### config.mk
export PLATFORM = sky130hd
export DESIGN_NAME = atl_tap_linker
export DESIGN_NICKNAME = d
export VERILOG_FILES = /design/src/rtl/atl_pkg.sv /design/src/rtl/atl_link_if.sv /design/src/rtl/atl_tap_tracker.sv /design/src/rtl/atl_ack_sender.sv /design/src/rtl/atl_tap_linker.sv
export SDC_FILE = /design/constraint.sdc
export NUM_CORES = 1
export LEC_CHECK = 0
export BUFFER_PORTS_ARGS = -buffer_cell sky130_fd_sc_hd__buf_4
export CORE_MARGIN = 4
export CORE_UTILIZATION = 50
export CTS_CLUSTER_SIZE = 8
export DETAILED_ROUTE_END_ITERATION = 6
export HOLD_SLACK_MARGIN = 0.1
export PLACE_DENSITY = 0.68
export SLEW_MARGIN = 20
export SYNTH_ARGS = -nofsm -noshare
export SYNTH_HDL_FRONTEND = slang
export SYNTH_HIERARCHICAL = 1
export SYNTH_SLANG_ARGS = --single-unit
export TNS_END_PERCENT = 30
### constraint.sdc
create_clock -name ref_clk_in -period 2.7 [get_ports ref_clk_in]
set_input_delay 0.54 -clock ref_clk_in [delete_from_list [all_inputs] [get_ports ref_clk_in]]
set_output_delay 0.54 -clock ref_clk_in [all_outputs]
set_load 0.005 [all_outputs]
### src/rtl/atl_pkg.sv
// Purpose: shared constants and types of the addressable tap linker
// Assumes: 10-bit board address, bit-pair symbols of two test clock samples
// Notes: global codes and symbol values are defaults only; the top can override them through its parameters
package atl_pkg;

  // address and acknowledgement sizes
  localparam int ADDR_W = 10;
  localparam int ACK_HALVES = 2 * ADDR_W;
  localparam logic [3:0] ADDR_LAST = 4'h9;
  localparam logic [4:0] ACK_LAST = 5'h14;

  // default global codes, arbitrary values
  localparam logic [ADDR_W-1:0] DISC_CODE_DEF = 10'h000;
  localparam logic [ADDR_W-1:0] RST_CODE_DEF = 10'h001;
  localparam logic [ADDR_W-1:0] SYNC_CODE_DEF = 10'h002;

  // default bit-pair symbols, first sample in the high bit
  localparam logic [1:0] PAIR_ZERO_DEF = 2'h1;
  localparam logic [1:0] PAIR_ONE_DEF = 2'h2;
  localparam logic [1:0] PAIR_START_DEF = 2'h0;
  localparam logic [1:0] PAIR_END_DEF = 2'h3;

  // values after reset
  localparam logic [1:0] WIN_RST = 2'h3;
  localparam logic SYNC_RST_HI = 1'b1;
  localparam logic SYNC_RST_LO = 1'b0;

  // test access port controller states
  typedef enum logic [3:0] {
    TAP_RESET, TAP_IDLE, TAP_SEL_DR, TAP_CAP_DR, TAP_SHIFT_DR, TAP_EXIT1_DR, TAP_PAUSE_DR,
    TAP_EXIT2_DR, TAP_UPD_DR, TAP_SEL_IR, TAP_CAP_IR, TAP_SHIFT_IR, TAP_EXIT1_IR,
    TAP_PAUSE_IR, TAP_EXIT2_IR, TAP_UPD_IR
  } atl_tap_t;

  // link status of the switch
  typedef enum logic [1:0] {LS_RESET, LS_OFF, LS_ON, LS_MULTI} atl_link_t;

  // addressing receiver states
  typedef enum logic [1:0] {RX_IDLE, RX_DATA, RX_END, RX_ACK} atl_rx_t;

endpackage

### src/rtl/atl_link_if.sv
// Purpose: carrier between the linker core, the tap tracker and the ack sender
// Assumes: all signals on ref_clk_in
// Notes: edge strobes are one-cycle pulses
`timescale 1ns/1ps
`default_nettype none
interface atl_link_if;
  logic tck_rise;
  logic tck_fall;
  logic tms_s;
  logic trst_s_n;
  logic proto_ok;
  logic pause_ok;
  logic ack_start;
  logic [atl_pkg::ADDR_W-1:0] ack_addr;
  logic ack_busy;
  logic ack_done;
  logic ack_bit;
  modport tap (input tck_rise, tms_s, trst_s_n, output proto_ok, pause_ok);
  modport ack (input tck_fall, ack_start, ack_addr, output ack_busy, ack_done, ack_bit);
  modport core (output tck_rise, tck_fall, tms_s, trst_s_n, ack_start, ack_addr,
                input proto_ok, pause_ok, ack_busy, ack_done, ack_bit);
endinterface
`default_nettype wire

### src/rtl/atl_tap_tracker.sv
// Purpose: follows the primary tap controller state from mode select
// Assumes: edge strobe and mode select already synchronised
// Notes: test reset low forces Test-Logic-Reset
`timescale 1ns/1ps
`default_nettype none
module atl_tap_tracker (
  input wire logic ref_clk_in,
  input wire logic rst_in,
  atl_link_if.tap lnk
);
  import atl_pkg::*;

  atl_tap_t tap_r;
  atl_tap_t tap_nxt;

  // standard controller transitions
  always_comb begin
    tap_nxt = tap_r;
    case (tap_r)
      TAP_RESET: tap_nxt = lnk.tms_s ? TAP_RESET : TAP_IDLE;
      TAP_IDLE: tap_nxt = lnk.tms_s ? TAP_SEL_DR : TAP_IDLE;
      TAP_SEL_DR: tap_nxt = lnk.tms_s ? TAP_SEL_IR : TAP_CAP_DR;
      TAP_CAP_DR: tap_nxt = lnk.tms_s ? TAP_EXIT1_DR : TAP_SHIFT_DR;
      TAP_SHIFT_DR: tap_nxt = lnk.tms_s ? TAP_EXIT1_DR : TAP_SHIFT_DR;
      TAP_EXIT1_DR: tap_nxt = lnk.tms_s ? TAP_UPD_DR : TAP_PAUSE_DR;
      TAP_PAUSE_DR: tap_nxt = lnk.tms_s ? TAP_EXIT2_DR : TAP_PAUSE_DR;
      TAP_EXIT2_DR: tap_nxt = lnk.tms_s ? TAP_UPD_DR : TAP_SHIFT_DR;
      TAP_UPD_DR: tap_nxt = lnk.tms_s ? TAP_SEL_DR : TAP_IDLE;
      TAP_SEL_IR: tap_nxt = lnk.tms_s ? TAP_RESET : TAP_CAP_IR;
      TAP_CAP_IR: tap_nxt = lnk.tms_s ? TAP_EXIT1_IR : TAP_SHIFT_IR;
      TAP_SHIFT_IR: tap_nxt = lnk.tms_s ? TAP_EXIT1_IR : TAP_SHIFT_IR;
      TAP_EXIT1_IR: tap_nxt = lnk.tms_s ? TAP_UPD_IR : TAP_PAUSE_IR;
      TAP_PAUSE_IR: tap_nxt = lnk.tms_s ? TAP_EXIT2_IR : TAP_PAUSE_IR;
      TAP_EXIT2_IR: tap_nxt = lnk.tms_s ? TAP_UPD_IR : TAP_SHIFT_IR;
      TAP_UPD_IR: tap_nxt = lnk.tms_s ? TAP_SEL_DR : TAP_IDLE;
      default: tap_nxt = TAP_RESET;
    endcase
  end

  // state advances on each test clock rising edge
  always_ff @(posedge ref_clk_in) begin
    if (rst_in || !lnk.trst_s_n) begin
      tap_r <= TAP_RESET;
    end else if (lnk.tck_rise) begin
      tap_r <= tap_nxt;
    end
  end

  // addressing allowed only in the four stable non-shift states
  assign lnk.proto_ok = (tap_r == TAP_RESET) || (tap_r == TAP_IDLE) ||
                        (tap_r == TAP_PAUSE_DR) || (tap_r == TAP_PAUSE_IR);
  assign lnk.pause_ok = (tap_r == TAP_PAUSE_DR) || (tap_r == TAP_PAUSE_IR);
endmodule
`default_nettype wire

### src/rtl/atl_ack_sender.sv
// Purpose: sends the board address back as bit pairs on primary data out
// Assumes: falling edge strobe from the synchronised test clock
// Notes: most significant bit first, one half-bit per falling edge
`timescale 1ns/1ps
`default_nettype none
module atl_ack_sender #(
  parameter logic [1:0] PAIR_ZERO = atl_pkg::PAIR_ZERO_DEF,
  parameter logic [1:0] PAIR_ONE = atl_pkg::PAIR_ONE_DEF
) (
  input wire logic ref_clk_in,
  input wire logic rst_in,
  atl_link_if.ack lnk
);
  import atl_pkg::*;

  logic [ACK_HALVES-1:0] pat;
  logic [ACK_HALVES-1:0] sh_r;
  logic [4:0] cnt_r;
  logic busy_r;
  logic done_r;
  logic bit_r;

  // expand each address bit into its symbol
  genvar gi;
  generate
    for (gi = 0; gi < ADDR_W; gi++) begin : g_sym
      assign pat[2*gi+1:2*gi] = lnk.ack_addr[gi] ? PAIR_ONE : PAIR_ZERO;
    end
  endgenerate

  // shifter changes data on test clock falling edges
  always_ff @(posedge ref_clk_in) begin
    done_r <= 1'b0;
    if (rst_in) begin
      busy_r <= 1'b0;
      cnt_r <= '0;
      sh_r <= '0;
      bit_r <= 1'b1;
    end else if (lnk.ack_start && !busy_r) begin
      busy_r <= 1'b1;
      cnt_r <= '0;
      sh_r <= pat;
      bit_r <= 1'b1;
    end else if (busy_r && lnk.tck_fall) begin
      if (cnt_r == ACK_LAST) begin
        busy_r <= 1'b0;
        done_r <= 1'b1;
      end else begin
        bit_r <= sh_r[ACK_HALVES-1];
        sh_r <= {sh_r[ACK_HALVES-2:0], 1'b0};
        cnt_r <= cnt_r + 5'h1;
      end
    end
  end

  assign lnk.ack_busy = busy_r;
  assign lnk.ack_done = done_r;
  assign lnk.ack_bit = bit_r;
endmodule
`default_nettype wire

### src/rtl/atl_tap_linker.sv
// Purpose: addressable switch between a multidrop primary test port and a board test port
// Assumes: ref_clk_in much faster than the primary test clock, which it samples
// Notes: forward paths and force-link act combinationally on the raw pins
//
// Operation
// - after power-up, without force-link, start in reset with ports disconnected.
// - primary clock and reset always pass straight to the secondary port.
// - reset condition on power-up, test reset, or global reset code.
// - linked paths are pure wires, no storage or retiming.
// - unlinked: secondary data out floats; primary data out floats except acknowledging.
// - on link drop secondary mode select keeps its last level.
// - in reset without force-link, or with test reset low, secondary mode select is high.
// - track tap state; addressing only in the four stable non-shift states.
// - receive a 10-bit bit-pair address and compare with board address.
// - on match send own address back, then link.
// - on mismatch unlink at once without acknowledgement.
// - global disconnect code unlinks like a mismatch.
// - global reset code enters the reset condition.
// - global sync code: forward paths and indicator low, primary data out floats.
// - global sync code honoured only in the pause states.
// - force-link low links asynchronously, regardless of any reset.
// - addressing ignored while force-link is low.
// - link indicator low whenever linked, high when unlinked.
// - force-link and test reset low: forward data, indicator low, mode select high.
// - releasing test reset with force-link low returns to forced link at once.
// - intolerable sequence variations are hard errors and unlink.
// - primary data in is sampled on test clock rising edges.
// - acknowledgement bits change on test clock falling edges.
// - board address compared most significant bit first.
// - test reset low returns tap, receiver and link state to power-up condition; the ack shifter keeps running.
`timescale 1ns/1ps
`default_nettype none
module atl_tap_linker #(
  parameter logic [atl_pkg::ADDR_W-1:0] DISC_CODE = atl_pkg::DISC_CODE_DEF,
  parameter logic [atl_pkg::ADDR_W-1:0] RST_CODE = atl_pkg::RST_CODE_DEF,
  parameter logic [atl_pkg::ADDR_W-1:0] SYNC_CODE = atl_pkg::SYNC_CODE_DEF,
  parameter logic [1:0] PAIR_ZERO = atl_pkg::PAIR_ZERO_DEF,
  parameter logic [1:0] PAIR_ONE = atl_pkg::PAIR_ONE_DEF,
  parameter logic [1:0] PAIR_START = atl_pkg::PAIR_START_DEF,
  parameter logic [1:0] PAIR_END = atl_pkg::PAIR_END_DEF
) (
  input wire logic ref_clk_in,
  input wire logic rst_in,
  input wire logic primary_test_clock_in,
  input wire logic primary_test_reset_n_in,
  input wire logic primary_mode_select_in,
  input wire logic primary_data_in,
  output logic primary_data_out,
  output logic primary_data_oe_out,
  input wire logic secondary_data_in,
  output logic secondary_test_clock_out,
  output logic secondary_test_reset_n_out,
  output logic secondary_mode_select_out,
  output logic secondary_data_out,
  output logic secondary_data_oe_out,
  input wire logic [atl_pkg::ADDR_W-1:0] board_address_inputs_in,
  input wire logic force_link_n_in,
  output logic link_active_n_out,
  output atl_pkg::atl_link_t link_status_out
);
  import atl_pkg::*;

  atl_link_if lnk ();

  // pin synchronisers, first stage read only by the second
  logic tck_s1_r;
  logic tck_s2_r;
  logic tck_prev_r;
  logic tdi_s1_r;
  logic tdi_s2_r;
  logic tms_s1_r;
  logic tms_s2_r;
  logic trst_s1_r;
  logic trst_s2_r;
  logic frc_s1_r;
  logic frc_s2_r;
  logic [ADDR_W-1:0] addr_s1_r;
  logic [ADDR_W-1:0] addr_s2_r;

  // receiver and status state
  atl_rx_t rx_r;
  atl_link_t ls_r;
  logic [1:0] win_r;
  logic half_r;
  logic first_r;
  logic [3:0] cnt_r;
  logic [ADDR_W-1:0] rx_addr_r;
  logic done_r;
  logic err_r;
  logic tms_hold_r;

  // combinational decode terms
  logic sess_ok;
  logic [1:0] pair;
  logic pair_bit;
  logic pair_data;
  logic is_rst;
  logic is_disc;
  logic is_sync;
  logic is_match;
  logic forced;
  logic trst_pin;
  logic proto_fwd;
  logic fwd_paths;
  logic ack_on;

  // test clock chain plus one delay stage for edge finding
  always_ff @(posedge ref_clk_in) begin
    if (rst_in) begin
      tck_s1_r <= SYNC_RST_LO;
      tck_s2_r <= SYNC_RST_LO;
      tck_prev_r <= SYNC_RST_LO;
    end else begin
      tck_s1_r <= primary_test_clock_in;
      tck_s2_r <= tck_s1_r;
      tck_prev_r <= tck_s2_r;
    end
  end

  // data and mode select chains, same depth as the clock so samples line up
  always_ff @(posedge ref_clk_in) begin
    if (rst_in) begin
      tdi_s1_r <= SYNC_RST_HI;
      tdi_s2_r <= SYNC_RST_HI;
      tms_s1_r <= SYNC_RST_HI;
      tms_s2_r <= SYNC_RST_HI;
    end else begin
      tdi_s1_r <= primary_data_in;
      tdi_s2_r <= tdi_s1_r;
      tms_s1_r <= primary_mode_select_in;
      tms_s2_r <= tms_s1_r;
    end
  end

  // test reset and force-link chains, idle high like their pins
  always_ff @(posedge ref_clk_in) begin
    if (rst_in) begin
      trst_s1_r <= SYNC_RST_HI;
      trst_s2_r <= SYNC_RST_HI;
      frc_s1_r <= SYNC_RST_HI;
      frc_s2_r <= SYNC_RST_HI;
    end else begin
      trst_s1_r <= primary_test_reset_n_in;
      trst_s2_r <= trst_s1_r;
      frc_s1_r <= force_link_n_in;
      frc_s2_r <= frc_s1_r;
    end
  end

  // board address straps, msb in the top bit
  always_ff @(posedge ref_clk_in) begin
    if (rst_in) begin
      addr_s1_r <= '1;
      addr_s2_r <= '1;
    end else begin
      addr_s1_r <= board_address_inputs_in;
      addr_s2_r <= addr_s1_r;
    end
  end

  // edge strobes and shared signals
  assign lnk.tck_rise = tck_s2_r && !tck_prev_r;
  assign lnk.tck_fall = !tck_s2_r && tck_prev_r;
  assign lnk.tms_s = tms_s2_r;
  assign lnk.trst_s_n = trst_s2_r;
  assign lnk.ack_addr = addr_s2_r;

  // tap state follower
  atl_tap_tracker u_tap (
    .ref_clk_in(ref_clk_in),
    .rst_in(rst_in),
    .lnk(lnk)
  );

  // acknowledgement shifter
  atl_ack_sender #(
    .PAIR_ZERO(PAIR_ZERO),
    .PAIR_ONE(PAIR_ONE)
  ) u_ack (
    .ref_clk_in(ref_clk_in),
    .rst_in(rst_in),
    .lnk(lnk)
  );

  // addressing accepted only in stable states, unforced, out of test reset
  assign sess_ok = lnk.proto_ok && frc_s2_r && trst_s2_r;

  // current symbol and its decoded bit
  assign pair = {first_r, tdi_s2_r};
  assign pair_data = (pair == PAIR_ZERO) || (pair == PAIR_ONE);
  assign pair_bit = (pair == PAIR_ONE);

  // classify the received address, global codes first
  assign is_rst = (rx_addr_r == RST_CODE);
  assign is_disc = (rx_addr_r == DISC_CODE);
  assign is_sync = (rx_addr_r == SYNC_CODE);
  assign is_match = (rx_addr_r == addr_s2_r) && !is_rst && !is_disc && !is_sync;

  // bit-pair receiver sampled on rising test clock edges
  always_ff @(posedge ref_clk_in) begin
    done_r <= 1'b0;
    err_r <= 1'b0;
    if (rst_in || !trst_s2_r) begin
      rx_r <= RX_IDLE;
      win_r <= WIN_RST;
      half_r <= 1'b0;
      first_r <= 1'b1;
      cnt_r <= '0;
      rx_addr_r <= '0;
    end else if (rx_r == RX_ACK) begin
      if (lnk.ack_done) begin
        rx_r <= RX_IDLE;
        win_r <= WIN_RST;
      end
    end else if (!sess_ok) begin
      rx_r <= RX_IDLE;
      win_r <= WIN_RST;
      half_r <= 1'b0;
    end else if (lnk.tck_rise) begin
      case (rx_r)
        RX_IDLE: begin
          win_r <= {win_r[0], tdi_s2_r};
          if ({win_r[0], tdi_s2_r} == PAIR_START) begin
            rx_r <= RX_DATA;
            half_r <= 1'b0;
            cnt_r <= '0;
          end
        end
        RX_DATA: begin
          half_r <= !half_r;
          if (!half_r) begin
            first_r <= tdi_s2_r;
          end else if (pair_data) begin
            rx_addr_r <= {rx_addr_r[ADDR_W-2:0], pair_bit};
            cnt_r <= cnt_r + 4'h1;
            if (cnt_r == ADDR_LAST) begin
              rx_r <= RX_END;
            end
          end else begin
            rx_r <= RX_IDLE;
            win_r <= WIN_RST;
            err_r <= 1'b1;
          end
        end
        RX_END: begin
          half_r <= !half_r;
          if (!half_r) begin
            first_r <= tdi_s2_r;
          end else if (pair == PAIR_END) begin
            done_r <= 1'b1;
            rx_r <= is_match ? RX_ACK : RX_IDLE;
            win_r <= WIN_RST;
          end else begin
            rx_r <= RX_IDLE;
            win_r <= WIN_RST;
            err_r <= 1'b1;
          end
        end
        default: rx_r <= RX_IDLE;
      endcase
    end
  end

  // acknowledgement begins as soon as a matching address completes
  assign lnk.ack_start = done_r && is_match;

  // an acknowledgement counts only while the receiver waits for it; a test
  // reset mid-ack leaves the shifter running but silences it and its link-up
  assign ack_on = lnk.ack_busy && (rx_r == RX_ACK) && !trst_pin;

  // link status decided by the addressing result
  always_ff @(posedge ref_clk_in) begin
    if (rst_in || !trst_s2_r) begin
      ls_r <= LS_RESET;
    end else if (err_r) begin
      ls_r <= LS_OFF;
    end else if (done_r) begin
      if (is_rst) begin
        ls_r <= LS_RESET;
      end else if (is_disc) begin
        ls_r <= LS_OFF;
      end else if (is_sync) begin
        if (lnk.pause_ok) begin
          ls_r <= LS_MULTI;
        end
      end else if (!is_match) begin
        ls_r <= LS_OFF;
      end
    end else if (lnk.ack_done && (rx_r == RX_ACK)) begin
      ls_r <= LS_ON;
    end
  end

  // raw pin terms so forcing and test reset act without the clock
  assign forced = !force_link_n_in;
  assign trst_pin = !primary_test_reset_n_in;
  assign proto_fwd = !trst_pin && ((ls_r == LS_ON) || (ls_r == LS_MULTI));
  assign fwd_paths = forced || proto_fwd;

  // remember the last forwarded mode select level
  always_ff @(posedge ref_clk_in) begin
    if (rst_in || !trst_s2_r || (ls_r == LS_RESET)) begin
      tms_hold_r <= 1'b1;
    end else if (fwd_paths) begin
      tms_hold_r <= tms_s2_r;
    end
  end

  // clock and reset always pass through
  assign secondary_test_clock_out = primary_test_clock_in;
  assign secondary_test_reset_n_out = primary_test_reset_n_in;

  // secondary mode select: high in test reset, forwarded when linked, else high in reset or held
  always_comb begin
    if (trst_pin) begin
      secondary_mode_select_out = 1'b1;
    end else if (fwd_paths) begin
      secondary_mode_select_out = primary_mode_select_in;
    end else if (ls_r == LS_RESET) begin
      secondary_mode_select_out = 1'b1;
    end else begin
      secondary_mode_select_out = tms_hold_r;
    end
  end

  // data forward paths, pure wires
  assign secondary_data_out = primary_data_in;
  assign secondary_data_oe_out = fwd_paths;

  // primary data out: ack, then return data in full link, else floating
  assign primary_data_out = ack_on ? lnk.ack_bit : secondary_data_in;
  assign primary_data_oe_out = ack_on || forced || (!trst_pin && (ls_r == LS_ON));

  // link indicator and status
  assign link_active_n_out = !fwd_paths;
  assign link_status_out = ls_r;
endmodule
`default_nettype wire

==> Word level (Yosys, flattened, before mapping) <==
Index checks and enable logic that the tools add are counted.
{ "totals": {"ff_bits": 87, "wordCells": 228} }
{ "op_classes": {"add_sub_neg": 2, "eq_ne": 47, "n_mux": 76, "n_bitwise": 7, "reduce_logical": 66} }
{ "op_table": {"columns": ["cell", "count"], "rows": [
  ["$mux 2", 31],
  ["$mux 20", 3],
  ["$pmux 4 s12", 1],
  ["$eq 4x4->1 const B", 9],
  ["$mux 4", 7],
  ["$mux 1", 27],
  ["$reduce_and 6->1", 3],
  ["$eq 4x3->1 const B", 4],
  ["$ne 4x4->1 const B", 4],
  ["$logic_and 1x1->1", 15],
  ["$ne 5x5->1 const B", 3],
  ["$eq 2x2->1 const B", 6],
  ["$ne 6x6->1 const B", 2],
  ["$logic_or 1x1->1", 11],
  ["$eq 10x1->1 const B", 1],
  ["$eq 10x10->1", 1],
  ["$eq 10x2->1 const B", 1],
  ["$logic_not 1->1", 10],
  ["$logic_not 10->1", 1],
  ["$reduce_or 2->1", 5],
  ["$eq 4x2->1 const B", 2],
  ["$ne 2x2->1 const B", 4],
  ["$pmux 4 s2", 1],
  ["$reduce_bool 2->1", 4],
  ["other kinds (25)", 42]
]} }

==> Longest topological paths before layout <==
{ "logic_depth": {"ltp_word": 12, "depth_mapped": 10, "mapped_depth_nobuf": 8} }

==> By module <==
The synthesis kept the hierarchy.
{ "modules_own_cells": {"columns": ["mod", "n_inst", "cells_per_inst", "area_per_inst_um2", "seq_area_each_um2"], "rows": [
  ["atl_tap_linker", 1, 252, 2444.8, 1101.1],
  ["atl_ack_sender", 1, 150, 1272.5, 560.5],
  ["atl_tap_tracker", 1, 51, 362.8, 80.1]
]} }

==> Least setup slack after synthesis <==
No wires, ideal clock.
{ "synth_timing": {"path_type": "register -> register", "start": "reg rx_addr_r[8]", "end": "reg u_ack.sh_r[6]", "arrival_time_ns": 1.997, "required_ns": 2.605, "slack_ns": 0.608, "stages_incl_launch_ff": 10, "period_less_slack_ns": 2.092, "path_cell_list": "dfxtp_1 > xor2_1 > nor4_1 > and4_4 > and2_1 > nor2b_1 > buf_2 > clkbuf_1 > a31oi_1 > a221oi_1"} }
{ "synth_via": {"elab_chain_cells": 9, "elab_cells_between_ends": 16, "cone_classes": "eq/ne (4); mux (1); reduce/logical (11)"} }
{ "synth_rtl": {"columns": ["element", "line", "text"], "rows": [
  ["from (decl)", "atl_tap_linker.sv:87", "logic [ADDR_W-1:0] rx_addr_r;"],
  ["from (signal assigned)", "atl_tap_linker.sv:234", "rx_addr_r <= {rx_addr_r[ADDR_W-2:0], pair_bit};"],
  ["$eq 10x1->1", "atl_tap_linker.sv:194", "assign is_rst = (rx_addr_r == RST_CODE);"],
  ["$logic_not 1->1", "atl_tap_linker.sv:197", "assign is_match = (rx_addr_r == addr_s2_r) && !is_rst && !is_disc && !is_sync;"],
  ["$logic_and 1x1->1 (2 in series)", "atl_tap_linker.sv:197", null],
  ["$logic_and 1x1->1 (*)", "atl_tap_linker.sv:197", null],
  ["$logic_and 1x1->1 (*)", "atl_tap_linker.sv:265", "assign lnk.ack_start = done_r && is_match;"],
  ["via lnk.ack_start", "atl_link_if.sv:13", "logic ack_start;"],
  ["$logic_and 1x1->1 (*)", "atl_ack_sender.sv:39", "end else if (lnk.ack_start && !busy_r) begin"],
  ["$ne 2x1->1 (no source line) or $reduce_bool 2->1 (tied branches)", null, null],
  ["$reduce_and 2->1 (no source line)", null, null],
  ["to (signal assigned)", "atl_ack_sender.sv:42", "sh_r <= pat;"],
  ["to (signal assigned)", "atl_ack_sender.sv:50", "sh_r <= {sh_r[ACK_HALVES-2:0], 1'b0};"],
  ["to (decl)", "atl_ack_sender.sv:17", "logic [ACK_HALVES-1:0] sh_r;"]
]} }
Mark *: on every way through the listed nets, which the timed path passes. The rest lies on a longest branch.
A chain may end at the register's enable or synchronous reset.

==> Worst setup path after layout <==
{ "layout_timing": {"start": "reg rx_r[0]", "end": "out primary_data_out"} }
{ "layout_via": {"elab_chain_cells": 4} }
{ "layout_rtl": {"columns": ["element", "line", "text"], "rows": [
  ["from (decl)", "atl_tap_linker.sv:81", "atl_rx_t rx_r;"],
  ["from (signal assigned)", "atl_tap_linker.sv:251", "rx_r <= is_match ? RX_ACK : RX_IDLE;"],
  ["$eq 2x2->1", "atl_tap_linker.sv:269", "assign ack_on = lnk.ack_busy && (rx_r == RX_ACK) && !trst_pin;"],
  ["$logic_and 1x1->1 (2 in series)", "atl_tap_linker.sv:269", null],
  ["$mux 1", "atl_tap_linker.sv:331", "assign primary_data_out = ack_on ? lnk.ack_bit : secondary_data_in;"],
  ["to (decl)", "atl_tap_linker.sv:48", "output logic primary_data_out,"]
]} }
Every way passes these cells.

==> flow_summary.json <==
{
  "synthTopCellsByCount": "dfxtp_1 (87), o21ai_0 (37), nor2_1 (31)",
  "max-clock-path-buffers": 2,
  "start_util_pct": 52.0,
  "total_power_mw": 2.31,
  "ios": 28,
  "cts_resized": 0,
  "crit_arrival_ns": 1.84,
  "fin_crit_sh_pct": 88.1,
  "wire_per_inst_um": 14.5,
  "ys_ff_latch": 87,
  "synth_nets": 484,
  "die_area_sq_um": 9670,
  "grt_pass1_wl_um": 14400,
  "critPathMaxStageDelay_ns": 0.45,
  "netlist_instances": 453,
  "synthDistinctLibCells": 63,
  "worst_hold_startpoint": "board_address_inputs_in[2]",
  "critPathTopFamily": "adder cells",
  "finalMaxSlewViolations": 0,
  "cp_cell_sequence": "ha_1 > nand3_1 > mux2_2 > buf_4",
  "num_rows": 32,
  "drive_above_1_share_pct": 19.5,
  "maxSlewHeadroom_pct": 43.8,
  "drt-vias-per-instance": 5.77,
  "drc": 0,
  "status": "completed",
  "vias": 3309,
  "area_delta_synth_final_pct": 9.51,
  "rsz0062_at_grt": "false",
  "drtIter0Drc": 172,
  "cts_sinks": 87,
  "rrSetupSlack_ns": 0.44,
  "grt-ovfl-total": 0,
  "dpl.hpwl_um": 5740,
  "min_period_ns": 2.38,
  "io_buffers": 27,
  "fmax_mhz": 420,
  "syn_area_sq_um": 4080,
  "reg2reg_from": "u_tap/tap_r[2]$_SDFFE_PP0P_",
  "path_max_fanout": 10,
  "avgSynthCellArea_sq_um": 9.01,
  "setup_viol": 0,
  "grt_max_degree": 59,
  "yosys.area.top_type": "dfxtp_1",
  "clk_latency_ns": 0.36,
  "fin_tns_setup_ns": 0,
  "antenna_cells": 0,
  "peakVddDrop_mv": 0.313,
  "whs_path_depth": 2,
  "grt_pass1_vias": 3070,
  "fill_cells": 755,
  "cts_max_level": 3,
  "antenna_left": 0,
  "met3_length_um": 367,
  "coreArea_sq_um": 7850,
  "antenna_found_initial": 0,
  "p_leak_nw": 1.65,
  "r2r-end": "cnt_r[2]$_SDFFE_PP0P_",
  "cts_buffers": 9,
  "die_h_um": 98.3,
  "synth_edf_count": 0,
  "ys.flop_type": "dfxtp_1",
  "synth.top_cells.by_area": "dfxtp_1 (43%), o21ai_0 (4.5%), or2_2 (4.3%)",
  "synth_warnings": 6,
  "place_congestion": 0.866,
  "dr_wl_met2_um": 3910,
  "postCtsSetupBuffers": 0,
  "synth_top_area_share_pct": 42.7,
  "start_kind": "register",
  "synth_seq_area_share_pct": 42.7,
  "critical_path_required_ns": 2.16,
  "die_w_um": 98.3,
  "tritoncts": "built",
  "drv_cap": 0,
  "hold_viol": 0,
  "power_density_nw_per_um2": 516,
  "top_layer": "met4",
  "end_kind": "output port",
  "cts-root-buf": "clkbuf_8",
  "min_to": "addr_s1_r[2]$_SDFF_PP1_",
  "grt_use_total_pct": 17.8,
  "clk_pin_slew_worst_paths_ns": 0.09,
  "totalWireLength_um": 8300,
  "reg2regPathDepth": 8,
  "critPathBufInv": 1,
  "synth.most_common_cell": "dfxtp_1",
  "worst_pin_slew_ns": 0.841,
  "hold_buffers": 0,
  "hold_path_class": "in2reg",
  "clock_skew_ns": 0.0102,
  "nNetsFinal": 497,
  "crit_type": "reg2out",
  "m1WireLength_um": 3870,
  "synthArstFlopShare_pct": 0,
  "crit_slowest_cell": "ha_1",
  "drt_pre_antenna_iters": 4
}
registers in the layout, indices dropped and copies added (netlist names), 2 cells and up:
register / cells
addr_s1_r: 10
rx_addr_r: 10
link_status_out: 2
addr_s2_r: 10
cnt_r: 4
u_tap/tap_r: 4
u_ack/cnt_r: 5
rx_r: 2
u_ack/sh_r: 20
cells by family (layout without fill, tap and decap cells):
logic type,count (synthesis),in the layout,synth area share (%)
AOI/OAI and AO/OA,119,119,18.9
xor gates and xnor gates,12,12,2.58
adders and majority gates,13,13,3.99
buffers and inverters,46,64,5.46
DFF,87,87,42.7
muxes,15,15,3.74
and+or+nand+nor,161,161,22.7
per-stage QoR:
stage          hold slack, ns  area, sq um  utilization (%)  setup WS [ns]  cells
3_3_place_gp            0.391         4290             54.7          0.566    557
3_5_place_dp            0.395         4290             54.7          0.451    557
5_1_grt                 0.339         4470             56.9          0.170    573
2_1_floorplan           0.389         4080                -          0.608    453
6_report                0.359         4470             56.9          0.320    573
4_1_cts                 0.338         4470             56.9          0.282    573
cells in the final DEF (no fill, tap or decap), types with 4 or more instances in the layout:
| master | netlist | final |
|---|---|---|
| nand2_1 | 19 | 19 |
| xor2_1 | 10 | 10 |
| nor2_1 | 31 | 31 |
| nand2b_1 | 8 | 8 |
| buf_4 | 5 | 33 |
| a221oi_1 | 9 | 9 |
| or2_2 | 28 | 28 |
| nor2b_1 | 10 | 10 |
| a311oi_1 | 11 | 11 |
| clkbuf_8 | 0 | 9 |
| nor4_1 | 5 | 5 |
| a31oi_1 | 13 | 13 |
| a21oi_1 | 20 | 20 |
| ha_1 | 13 | 13 |
| nand3_1 | 24 | 24 |
| nand3b_1 | 4 | 4 |
| inv_1 | 14 | 14 |
| o21ai_1 | 5 | 5 |
| or3_1 | 5 | 5 |
| o21ai_0 | 37 | 37 |
| dfxtp_1 | 87 | 87 |
| mux2i_1 | 13 | 13 |
layer usage:
layer  global-route usage, %  vias to the layer above
li1                        -                     1651
met1                    23.2                     1571
met2                    29.1                       72
met3                    4.21                       15
met4                    6.09                        0
met5                       0                        -
power breakdown:
group,internal (mW),switching [mW]
logic,0.0715,0.0755
registers,1.31,0.0207
clock network,0.344,0.490
worst max-delay path by stage:
| stage | start | to | slack [ns] | depth (start not counted) |
|---|---|---|---|---|
| 6_report | rx_r[0]$_SDFFE_PP0P_ | primary_data_out | 0.32 | 4 |
| 5_1_grt | rx_r[1]$_SDFFE_PP0P_ | primary_data_out | 0.17 | 4 |
| 4_1_cts | rx_r[0]$_SDFFE_PP0P_ | primary_data_out | 0.28 | 4 |
| 3_5_place_dp | u_tap/tap_r[2]$_SDFFE_PP0P_ | cnt_r[2]$_SDFFE_PP0P_ | 0.45 | 8 |
| 3_3_place_gp | u_tap/tap_r[2]$_SDFFE_PP0P_ | cnt_r[2]$_SDFFE_PP0P_ | 0.57 | 8 |
| 2_1_floorplan | rx_addr_r[8]$_SDFFE_PP0P_ | u_ack/sh_r[6]$_SDFFE_PP0P_ | 0.61 | 9 |
final cells by class:
| class | instances | area [sq um] | share of cell area [%] |
|---|---|---|---|
| multi-input combinational | 320 | 2120 | 47.4 |
| sequential | 87 | 1740 | 39.0 |
| clock inverter | 7 | 55.1 | 1.23 |
| inverter | 15 | 56.3 | 1.26 |
| timing repair buffer | 33 | 248 | 5.54 |
| clock buffer | 9 | 124 | 2.77 |
| tap | 102 | 128 | 2.86 |
(Power assumes the default switching activity.)
